## src/rtl/wpm_defs.svh

```systemverilog
// Purpose: offsets, field positions, reset values and ring first page of the wake/power bank
// Assumes: byte-wide register port, page 3 decode done by the caller
// Notes:   definitions only
`ifndef WPM_DEFS_SVH
`define WPM_DEFS_SVH

`define WPM_OFS_WAKE_STATUS   5'h0A
`define WPM_OFS_POWER_MODE    5'h0B
`define WPM_OFS_RELOAD        5'h0C
`define WPM_OFS_MISC          5'h0D
`define WPM_OFS_TIMER_LOW     5'h0E
`define WPM_OFS_TIMER_HIGH    5'h0F
`define WPM_OFS_DATA_PORT     5'h10
`define WPM_OFS_GAP_ONE       5'h12
`define WPM_OFS_HOST_WAKE     5'h1F

`define WPM_BIT_LINK_FLAG     6
`define WPM_BIT_FRAME_FLAG    5
`define WPM_BIT_MAGIC_FLAG    4
`define WPM_BIT_LINK_EN       2
`define WPM_BIT_FRAME_EN      1
`define WPM_BIT_MAGIC_EN      0
`define WPM_BIT_REG_STANDBY   4
`define WPM_BIT_RELOAD        0
`define WPM_BIT_TIMER_EN      2
`define WPM_BIT_BURST_SEL     1
`define WPM_BIT_RING_EN       0

`define WPM_RST_TIMER_BYTE    8'hFF
`define WPM_RST_GAP_ONE       7'h0C
`define WPM_RING_FIRST_PAGE   8'h40

`endif

```

## src/rtl/wpm_pkg.sv

```systemverilog
// Purpose: types shared by the wake/power register bank
// Assumes: nothing beyond the header
// Notes:   mode codes follow the two-bit power mode field
package wpm_pkg;

  typedef enum logic [1:0] {
    WPM_MODE_NORMAL = 2'b00,
    WPM_MODE_LIGHT  = 2'b01,
    WPM_MODE_DEEP   = 2'b10,
    WPM_MODE_RSVD   = 2'b11
  } wpm_mode_e;

  // host register access, one byte (data port carries 16 bits)
  typedef struct packed {
    logic        rd;
    logic        wr;
    logic [4:0]  addr;
    logic [15:0] wdata;
  } wpm_req_s;

  // wake events detected elsewhere in the controller, one-cycle pulses
  typedef struct packed {
    logic link_change;
    logic wake_frame;
    logic magic_frame;
  } wpm_evt_s;

  // control levels handed to the rest of the controller
  typedef struct packed {
    wpm_mode_e   mode;
    logic        regulator_standby;
    logic        gp_timer_enable;
    logic        burst_address_base_select;
    logic        transmit_ring_enable;
    logic [15:0] gp_timer_preload;
    logic [6:0]  frame_gap_segment_one;
  } wpm_ctl_s;

endpackage : wpm_pkg

```

## src/rtl/wpm_event_flag.sv

```systemverilog
// Purpose: one sticky wake event flag
// Assumes: event is a one-cycle pulse synchronous to sys_clk
// Notes:   a set in the same cycle as a clear wins
`timescale 1ns/1ps
module wpm_event_flag (
  input  wire logic sys_clk,
  input  wire logic rst_n,
  input  wire logic set_pulse,
  input  wire logic clr_pulse,
  output logic      flag_q
);

  // set beats clear so an event at the clearing write is never lost
  always_ff @(posedge sys_clk or negedge rst_n) begin
    if (!rst_n) begin
      flag_q <= 1'b0;
    end else if (set_pulse) begin
      flag_q <= 1'b1;
    end else if (clr_pulse) begin
      flag_q <= 1'b0;
    end
  end

endmodule : wpm_event_flag

```

## src/rtl/wpm_regs.sv

```systemverilog
// Purpose: wake, power management and miscellaneous control register bank
// Assumes: host strobes are synchronous and one cycle wide; page select done outside
// Notes:   data port storage only, the buffer transfer engine lives elsewhere
`timescale 1ns/1ps
`include "wpm_defs.svh"
module wpm_regs (
  input  wire logic             sys_clk,
  input  wire logic             arst_n,
  input  wire wpm_pkg::wpm_req_s req,
  input  wire wpm_pkg::wpm_evt_s evt,
  input  wire logic [7:0]       receive_start_page,
  input  wire logic             reload_done,
  output logic [15:0]           rdata_q,
  output wpm_pkg::wpm_ctl_s     ctl,
  output logic                  reload_busy,
  output logic                  reload_start,
  output logic                  wake_pulse,
  output logic [7:0]            ring_last_page,
  output logic                  data_port_wr,
  output logic                  data_port_rd
);
  import wpm_pkg::*;

  logic       rst_meta_q;
  logic       rst_n;
  logic       wr_status;
  logic       wr_mode;
  logic       wr_reload;
  logic       wr_misc;
  logic       wr_tlow;
  logic       wr_thigh;
  logic       wr_gap;
  logic       wr_hostwake;
  logic       link_flag_q;
  logic       frame_flag_q;
  logic       magic_flag_q;
  logic       link_en_q;
  logic       frame_en_q;
  logic       magic_en_q;
  logic       standby_q;
  wpm_mode_e  mode_q;
  logic       reload_q;
  logic       timer_en_q;
  logic       burst_sel_q;
  logic       ring_en_q;
  logic [7:0] timer_low_q;
  logic [7:0] timer_high_q;
  logic [15:0] data_port_q;
  logic [6:0] gap_one_q;
  logic       light_wake;
  logic       deep_wake;
  logic [7:0] status_rd;
  logic [7:0] mode_rd;
  logic [7:0] misc_rd;

  // reset released through two flops so every flop leaves reset together
  always_ff @(posedge sys_clk or negedge arst_n) begin
    if (!arst_n) begin
      rst_meta_q <= 1'b0;
      rst_n      <= 1'b0;
    end else begin
      rst_meta_q <= 1'b1;
      rst_n      <= rst_meta_q;
    end
  end

  // write decode
  always_comb begin
    wr_status   = 1'b0;
    wr_mode     = 1'b0;
    wr_reload   = 1'b0;
    wr_misc     = 1'b0;
    wr_tlow     = 1'b0;
    wr_thigh    = 1'b0;
    data_port_wr = 1'b0;
    wr_gap      = 1'b0;
    wr_hostwake = 1'b0;
    if (req.wr) begin
      if (req.addr == `WPM_OFS_WAKE_STATUS) begin
        wr_status = 1'b1;
      end else if (req.addr == `WPM_OFS_POWER_MODE) begin
        wr_mode = 1'b1;
      end else if (req.addr == `WPM_OFS_RELOAD) begin
        wr_reload = 1'b1;
      end else if (req.addr == `WPM_OFS_MISC) begin
        wr_misc = 1'b1;
      end else if (req.addr == `WPM_OFS_TIMER_LOW) begin
        wr_tlow = 1'b1;
      end else if (req.addr == `WPM_OFS_TIMER_HIGH) begin
        wr_thigh = 1'b1;
      end else if (req.addr == `WPM_OFS_DATA_PORT) begin
        data_port_wr = 1'b1;
      end else if (req.addr == `WPM_OFS_GAP_ONE) begin
        wr_gap = 1'b1;
      end else if (req.addr == `WPM_OFS_HOST_WAKE) begin
        wr_hostwake = 1'b1;
      end
    end
  end

  // data port read strobe tells the buffer engine a word was taken
  assign data_port_rd = req.rd && (req.addr == `WPM_OFS_DATA_PORT);

  // event flags: power mode write clears all three, a one clears its own bit
  wpm_event_flag u_link_flag (
    .sys_clk   (sys_clk),
    .rst_n     (rst_n),
    .set_pulse (evt.link_change),
    .clr_pulse (wr_mode || (wr_status && req.wdata[`WPM_BIT_LINK_FLAG])),
    .flag_q    (link_flag_q)
  );

  wpm_event_flag u_frame_flag (
    .sys_clk   (sys_clk),
    .rst_n     (rst_n),
    .set_pulse (evt.wake_frame),
    .clr_pulse (wr_mode || (wr_status && req.wdata[`WPM_BIT_FRAME_FLAG])),
    .flag_q    (frame_flag_q)
  );

  wpm_event_flag u_magic_flag (
    .sys_clk   (sys_clk),
    .rst_n     (rst_n),
    .set_pulse (evt.magic_frame),
    .clr_pulse (wr_mode || (wr_status && req.wdata[`WPM_BIT_MAGIC_FLAG])),
    .flag_q    (magic_flag_q)
  );

  // wake source enables
  always_ff @(posedge sys_clk or negedge rst_n) begin
    if (!rst_n) begin
      link_en_q  <= 1'b0;
      frame_en_q <= 1'b0;
      magic_en_q <= 1'b0;
    end else if (wr_status) begin
      link_en_q  <= req.wdata[`WPM_BIT_LINK_EN];
      frame_en_q <= req.wdata[`WPM_BIT_FRAME_EN];
      magic_en_q <= req.wdata[`WPM_BIT_MAGIC_EN];
    end
  end

  // light state wakes on enabled remote events only; flags record all of them
  assign light_wake = (mode_q == WPM_MODE_LIGHT) &&
                      ((evt.link_change && link_en_q) ||
                       (evt.wake_frame && frame_en_q) ||
                       (evt.magic_frame && magic_en_q));
  // deep state ignores network events, only the host wake register counts
  assign deep_wake  = (mode_q == WPM_MODE_DEEP) && wr_hostwake;
  assign wake_pulse = light_wake || deep_wake;

  // regulator standby and power mode; wakeup beats a same-cycle mode write for the mode, standby still takes the written bit
  always_ff @(posedge sys_clk or negedge rst_n) begin
    if (!rst_n) begin
      standby_q <= 1'b0;
      mode_q    <= WPM_MODE_NORMAL;
    end else begin
      if (wr_mode) begin
        standby_q <= req.wdata[`WPM_BIT_REG_STANDBY];
      end
      if (wake_pulse) begin
        mode_q <= WPM_MODE_NORMAL;
      end else if (wr_mode) begin
        // reserved code is the host's fault; stored as written, acts as normal
        mode_q <= wpm_mode_e'(req.wdata[1:0]);
      end
    end
  end

  // reload trigger: stays set until the loader reports completion
  always_ff @(posedge sys_clk or negedge rst_n) begin
    if (!rst_n) begin
      reload_q <= 1'b0;
    end else if (wr_reload && req.wdata[`WPM_BIT_RELOAD]) begin
      reload_q <= 1'b1;
    end else if (reload_done) begin
      reload_q <= 1'b0;
    end
  end

  assign reload_start = wr_reload && req.wdata[`WPM_BIT_RELOAD] && !reload_q;
  assign reload_busy  = reload_q;

  // miscellaneous control
  always_ff @(posedge sys_clk or negedge rst_n) begin
    if (!rst_n) begin
      timer_en_q  <= 1'b0;
      burst_sel_q <= 1'b0;
      ring_en_q   <= 1'b0;
    end else if (wr_misc) begin
      timer_en_q  <= req.wdata[`WPM_BIT_TIMER_EN];
      burst_sel_q <= req.wdata[`WPM_BIT_BURST_SEL];
      ring_en_q   <= req.wdata[`WPM_BIT_RING_EN];
    end
  end

  // ring ends one page below receive start; only meaningful with ring enabled
  assign ring_last_page = receive_start_page - 8'h01;

  // timer preload bytes
  always_ff @(posedge sys_clk or negedge rst_n) begin
    if (!rst_n) begin
      timer_low_q  <= `WPM_RST_TIMER_BYTE;
      timer_high_q <= `WPM_RST_TIMER_BYTE;
    end else begin
      if (wr_tlow) begin
        timer_low_q <= req.wdata[7:0];
      end
      if (wr_thigh) begin
        timer_high_q <= req.wdata[7:0];
      end
    end
  end

  // data port word and gap segment
  always_ff @(posedge sys_clk or negedge rst_n) begin
    if (!rst_n) begin
      data_port_q <= 16'h0000;
      gap_one_q   <= `WPM_RST_GAP_ONE;
    end else begin
      if (data_port_wr) begin
        data_port_q <= req.wdata;
      end
      if (wr_gap) begin
        gap_one_q <= req.wdata[6:0];
      end
    end
  end

  // read images; reserved bits read zero
  always_comb begin
    status_rd = {1'b0, link_flag_q, frame_flag_q, magic_flag_q,
                 1'b0, link_en_q, frame_en_q, magic_en_q};
    mode_rd   = {3'h0, standby_q, 2'h0, mode_q};
    misc_rd   = {5'h00, timer_en_q, burst_sel_q, ring_en_q};
  end

  // read data registered one cycle after the strobe; reload port reads zero
  always_ff @(posedge sys_clk or negedge rst_n) begin
    if (!rst_n) begin
      rdata_q <= 16'h0000;
    end else if (req.rd) begin
      if (req.addr == `WPM_OFS_WAKE_STATUS) begin
        rdata_q <= {8'h00, status_rd};
      end else if (req.addr == `WPM_OFS_POWER_MODE) begin
        rdata_q <= {8'h00, mode_rd};
      end else if (req.addr == `WPM_OFS_MISC) begin
        rdata_q <= {8'h00, misc_rd};
      end else if (req.addr == `WPM_OFS_TIMER_LOW) begin
        rdata_q <= {8'h00, timer_low_q};
      end else if (req.addr == `WPM_OFS_TIMER_HIGH) begin
        rdata_q <= {8'h00, timer_high_q};
      end else if (req.addr == `WPM_OFS_DATA_PORT) begin
        rdata_q <= data_port_q;
      end else if (req.addr == `WPM_OFS_GAP_ONE) begin
        rdata_q <= {9'h000, gap_one_q};
      end else begin
        rdata_q <= 16'h0000;
      end
    end
  end

  // control levels out to the controller
  always_comb begin
    ctl.mode                      = mode_q;
    ctl.regulator_standby         = standby_q;
    ctl.gp_timer_enable           = timer_en_q;
    ctl.burst_address_base_select = burst_sel_q;
    ctl.transmit_ring_enable      = ring_en_q;
    ctl.gp_timer_preload          = {timer_high_q, timer_low_q};
    ctl.frame_gap_segment_one     = gap_one_q;
  end

endmodule : wpm_regs
```

## config.mk

```make
export PLATFORM = sky130hd
export DESIGN_NAME = wpm_regs
export DESIGN_NICKNAME = d
export VERILOG_FILES = /design/src/rtl/wpm_pkg.sv /design/src/rtl/wpm_event_flag.sv /design/src/rtl/wpm_regs.sv
export VERILOG_INCLUDE_DIRS = /design/src /design/src/rtl
export SDC_FILE = /design/constraint.sdc
export NUM_CORES = 1
export LEC_CHECK = 0
export BUFFER_PORTS_ARGS = -buffer_cell sky130_fd_sc_hd__buf_2
export CAP_MARGIN = 30
export CORE_MARGIN = 4
export CORE_UTILIZATION = 25
export DETAILED_ROUTE_END_ITERATION = 10
export PLACE_DENSITY_LB_ADDON = 0.25
export REMOVE_ABC_BUFFERS = 1
export SKIP_LAST_GASP = 1
export SLEW_MARGIN = 10
export SYNTH_ARGS = -nofsm -noshare
export SYNTH_HDL_FRONTEND = slang
export SYNTH_SLANG_ARGS = --single-unit
```

## constraint.sdc

```tcl
create_clock -name sys_clk -period 1.9 [get_ports sys_clk]
set_input_delay 0.38 -clock sys_clk [delete_from_list [all_inputs] [get_ports sys_clk]]
set_output_delay 0.38 -clock sys_clk [all_outputs]
set_load 0.05 [all_outputs]
```

==> impl_metrics.yaml <==
outcome:
  status: "complete, but fails checks"
  violations: "negative setup slack"
logic_synthesis:
  synthCells: 288
  ys_ff_latch: 70
  ys_seq_area_share_pct: 52.7
  synth_fa_ha_area_share_pct: 0.371
  netlist_area_sq_um: 3370
  synth_xor_area_share_pct: 1.30
  synth.distinct_cells: 48
  synthArstFlopShare_pct: 100
  yosys_warnings: 0
  synth_compound_area_share_pct: 10.1
  synth_top_family_by_area: "multiplexers"
  syn_avg_cell_area_sq_um: 11.7
  yosys.area_share.simple_pct: 12.3
  dominantRegCellSynth: "dfrtp_1"
  synthMuxAreaShare_pct: 18.4
  synth_edf_count: 0
route:
  first_iter_violations: 169
  post-route-drc-count: 0
  drt_wl_total_mm: 10.1
  num_vias: 2719
  vias_per_cell: 4.56
  routedWlPerCell_microns: 16.9
  dr.pass1.iters: 5
  detail-route-antenna-nets: 0
power:
  power_switching_w: 0.00170
  finalPower_w: 0.00500
  power.density_nw_per_um2: 1070
  p_seq_share_pct: 38.5
  leakage_nw: 2.23
  ir_worst_vdd_uv: 505
  pwr-share-comb_pct: 26.6
  internal-power_w: 0.00330
  switching_share_pct: 33.9
  pwr-share-clk_pct: 34.9
global_routing:
  grt_usage_pct: 13.6
  grt_pass1_wl_mm: 15.6
  antenna_found_initial: 0
  grt_max_degree: 37
  grt_pass1_vias: 2859
  grt-ovfl-total: 0
setup_path:
  worstPathRequired_ns: 1.52
  cp_num_buf_inv: 1
  cp-start-kind: "flip-flop"
  crit_chain: "a222oi_1, nand2b_1, o21ai_2, buf_6"
  cp.depth: 4
  r2r_cells: 5
  cp_top_family: "compound AO/OA/AOI/OAI gates"
  worst_setup_path_end_kind: "output port"
  path_class: "flip-flop to output port"
  worstPathArrival_ns: 1.57
  worst_path_max_delay_cell: "a222oi_1"
  path_max_fanout: 2
  max_stage_delay_ns: 0.44
placed_design:
  pre_cts_ws_ns: -0.278
  gp_congestion: 0.893
  io_buffers: 94
  dp.cells: 576
  dp_hpwl_mm: 7.57
  placed_area_sq_um: 4240
clock_tree:
  cts-buffers-inserted: 9
  cts_tree: "built"
  htree_num_levels: 3
  path_clk_slew_ns: 0.06
  clock_latency_ns: 0.33
  clockBufferDepth: 2
  clock_sinks: 70
  root_buffer: "clkbuf_16"
die:
  die_h_microns: 124
  fp.dieArea_sq_um: 15400
  die_w_microns: 124
  row_count: 42
  ios: 95
  core_sq_um: 13200
  start_util_pct: 25.4
sta:
  hold_viol: 0
  setup_viol: 2
  drv_slew: 0
  clock_skew_ns: 0.00579
  fmax_mhz: 513
  period_share_pct: 103
  setup_slack_ns: -0.0494
  period_needed_ns: 1.95
  rsz0062_at_grt: "true"
finish:
  final_cell_area_sq_um: 4670
  utilization_pct: 35.3
  nFillCells: 1370
  area_delta_synth_final_pct: 38.7
  layout_commonest_cell: "buf_2"
  antennaDiodeCount: 0
  final_cell_mix: "buf_2, dfrtp_1, buf_4"
  stdcell_count: 596
  finalNetCount: 453
  drive_above_1_share_pct: 54.0
min_path:
  hp-class: "input pin to flip-flop"
  hold_depth: 2
job:
  max_cap_viol_count: 0
through the flow:
step	TNS, ns	hold slack [ns]
after floorplan	-18.16	0.0844
after CTS	-0.0937	0.219
after global routing	-0.138	0.230
final	-0.0559	0.234
after detailed placement	-7.25	0.171
after global placement	-6.67	0.169
power groups by stage:
stage	combinational [W]	sequential (W)	clock, W
finish	0.00133	0.00192	0.00174
detailed placement	0.00131	0.00195	0
global route	0.00142	0.00196	0.00185
CTS	0.00134	0.00193	0.00180
floorplan	0.000393	0.00245	0
global placement	0.00130	0.00195	0
flip-flops by register name, summed over array words and instances (netlist names):
register and count:
data_port_q 16, rdata_q 16, timer_high_q 8, timer_low_q 8, gap_one_q 7, mode_q 2
burst_sel_q 1, frame_en_q 1, link_en_q 1, magic_en_q 1, reload_busy 1, ring_en_q 1
rst_meta_q 1, rst_n 1, standby_q 1, timer_en_q 1, u_frame_flag.flag_q 1, u_link_flag.flag_q 1
u_magic_flag.flag_q 1
cell families after synthesis:
family	Yosys count
other	1
multiplexers	53
AO/OA/AOI/OAI	49
adder cells (fa/ha/maj)	1
XOR/XNOR	5
AND/OR/NAND/NOR	73
flip-flops	70
buffers and inverters	36
final timing paths:
check / to / slack (ns) / startpoint
max: wake_pulse / -0.05 / link_en_q
min: reload_busy / 0.23 / reload_done
max reg2reg: mode_q[1] / 0.54 / link_en_q
min reg2reg: timer_en_q / 0.30 / rst_n
max in group asynchronous: timer_low_q[3] / 1.21 / rst_n
min in group asynchronous: timer_en_q / 0.30 / rst_n
repair_timing:
item / CTS / global route
endpoints found under the hold margin: 2 / 0
setup endpoints to repair: 4 / 6
pin swaps: 2 / 1
hold buffers: 1 / 0
gates resized for setup: 20 / 8
setup buffers: 3 / 0
final cells by class:
cell class / instances / area, sq um / area share [%]
sequential: 70 / 1780 / 38.0
timing repair buffer: 132 / 823 / 17.6
inverter: 20 / 75.1 / 1.61
clock buffer: 11 / 253 / 5.41
multi-input combinational: 182 / 1470 / 31.4
clock inverter: 5 / 57.6 / 1.23
tap: 176 / 220 / 4.71
synthesized netlist by cell type, types with 5 or more instances:
library cell  instances  area share (%)
dfrtp_1              52              39
mux2_2               35              12
nand2_1              22             2.5
inv_1                20             2.2
dfstp_2              18              14
o21ai_0              13             1.9
nor2b_1              11             2.0
o22ai_1              10             1.9
mux2_4                9             4.0
mux2i_1               9             2.7
nor2_1                8            0.89
clkbuf_1              7            0.78
nand2b_1              6             1.1
nand3b_1              6             1.3
nand3_1               5            0.74
worst reg2reg max path, cell delays in order, from the launching register on:
cell and delay [ns]:
dfrtp_1 0.39, a222oi_1 0.44, nand2b_1 0.18, o21ai_2 0.07, buf_4 0.13, nor2_1 0.08
layer usage:
layer / track usage [%] / share of wire [%] / vias to the layer above
met1: 17.9 / 46 / 1319
met2: 21.8 / 46 / 109
met4: 3.97 / 1.4 / 0
met3: 4.13 / 7.1 / 12
met5: 0 / 0 / -
li1: - / - / 1279
Power figures use the tool's default switching activity.
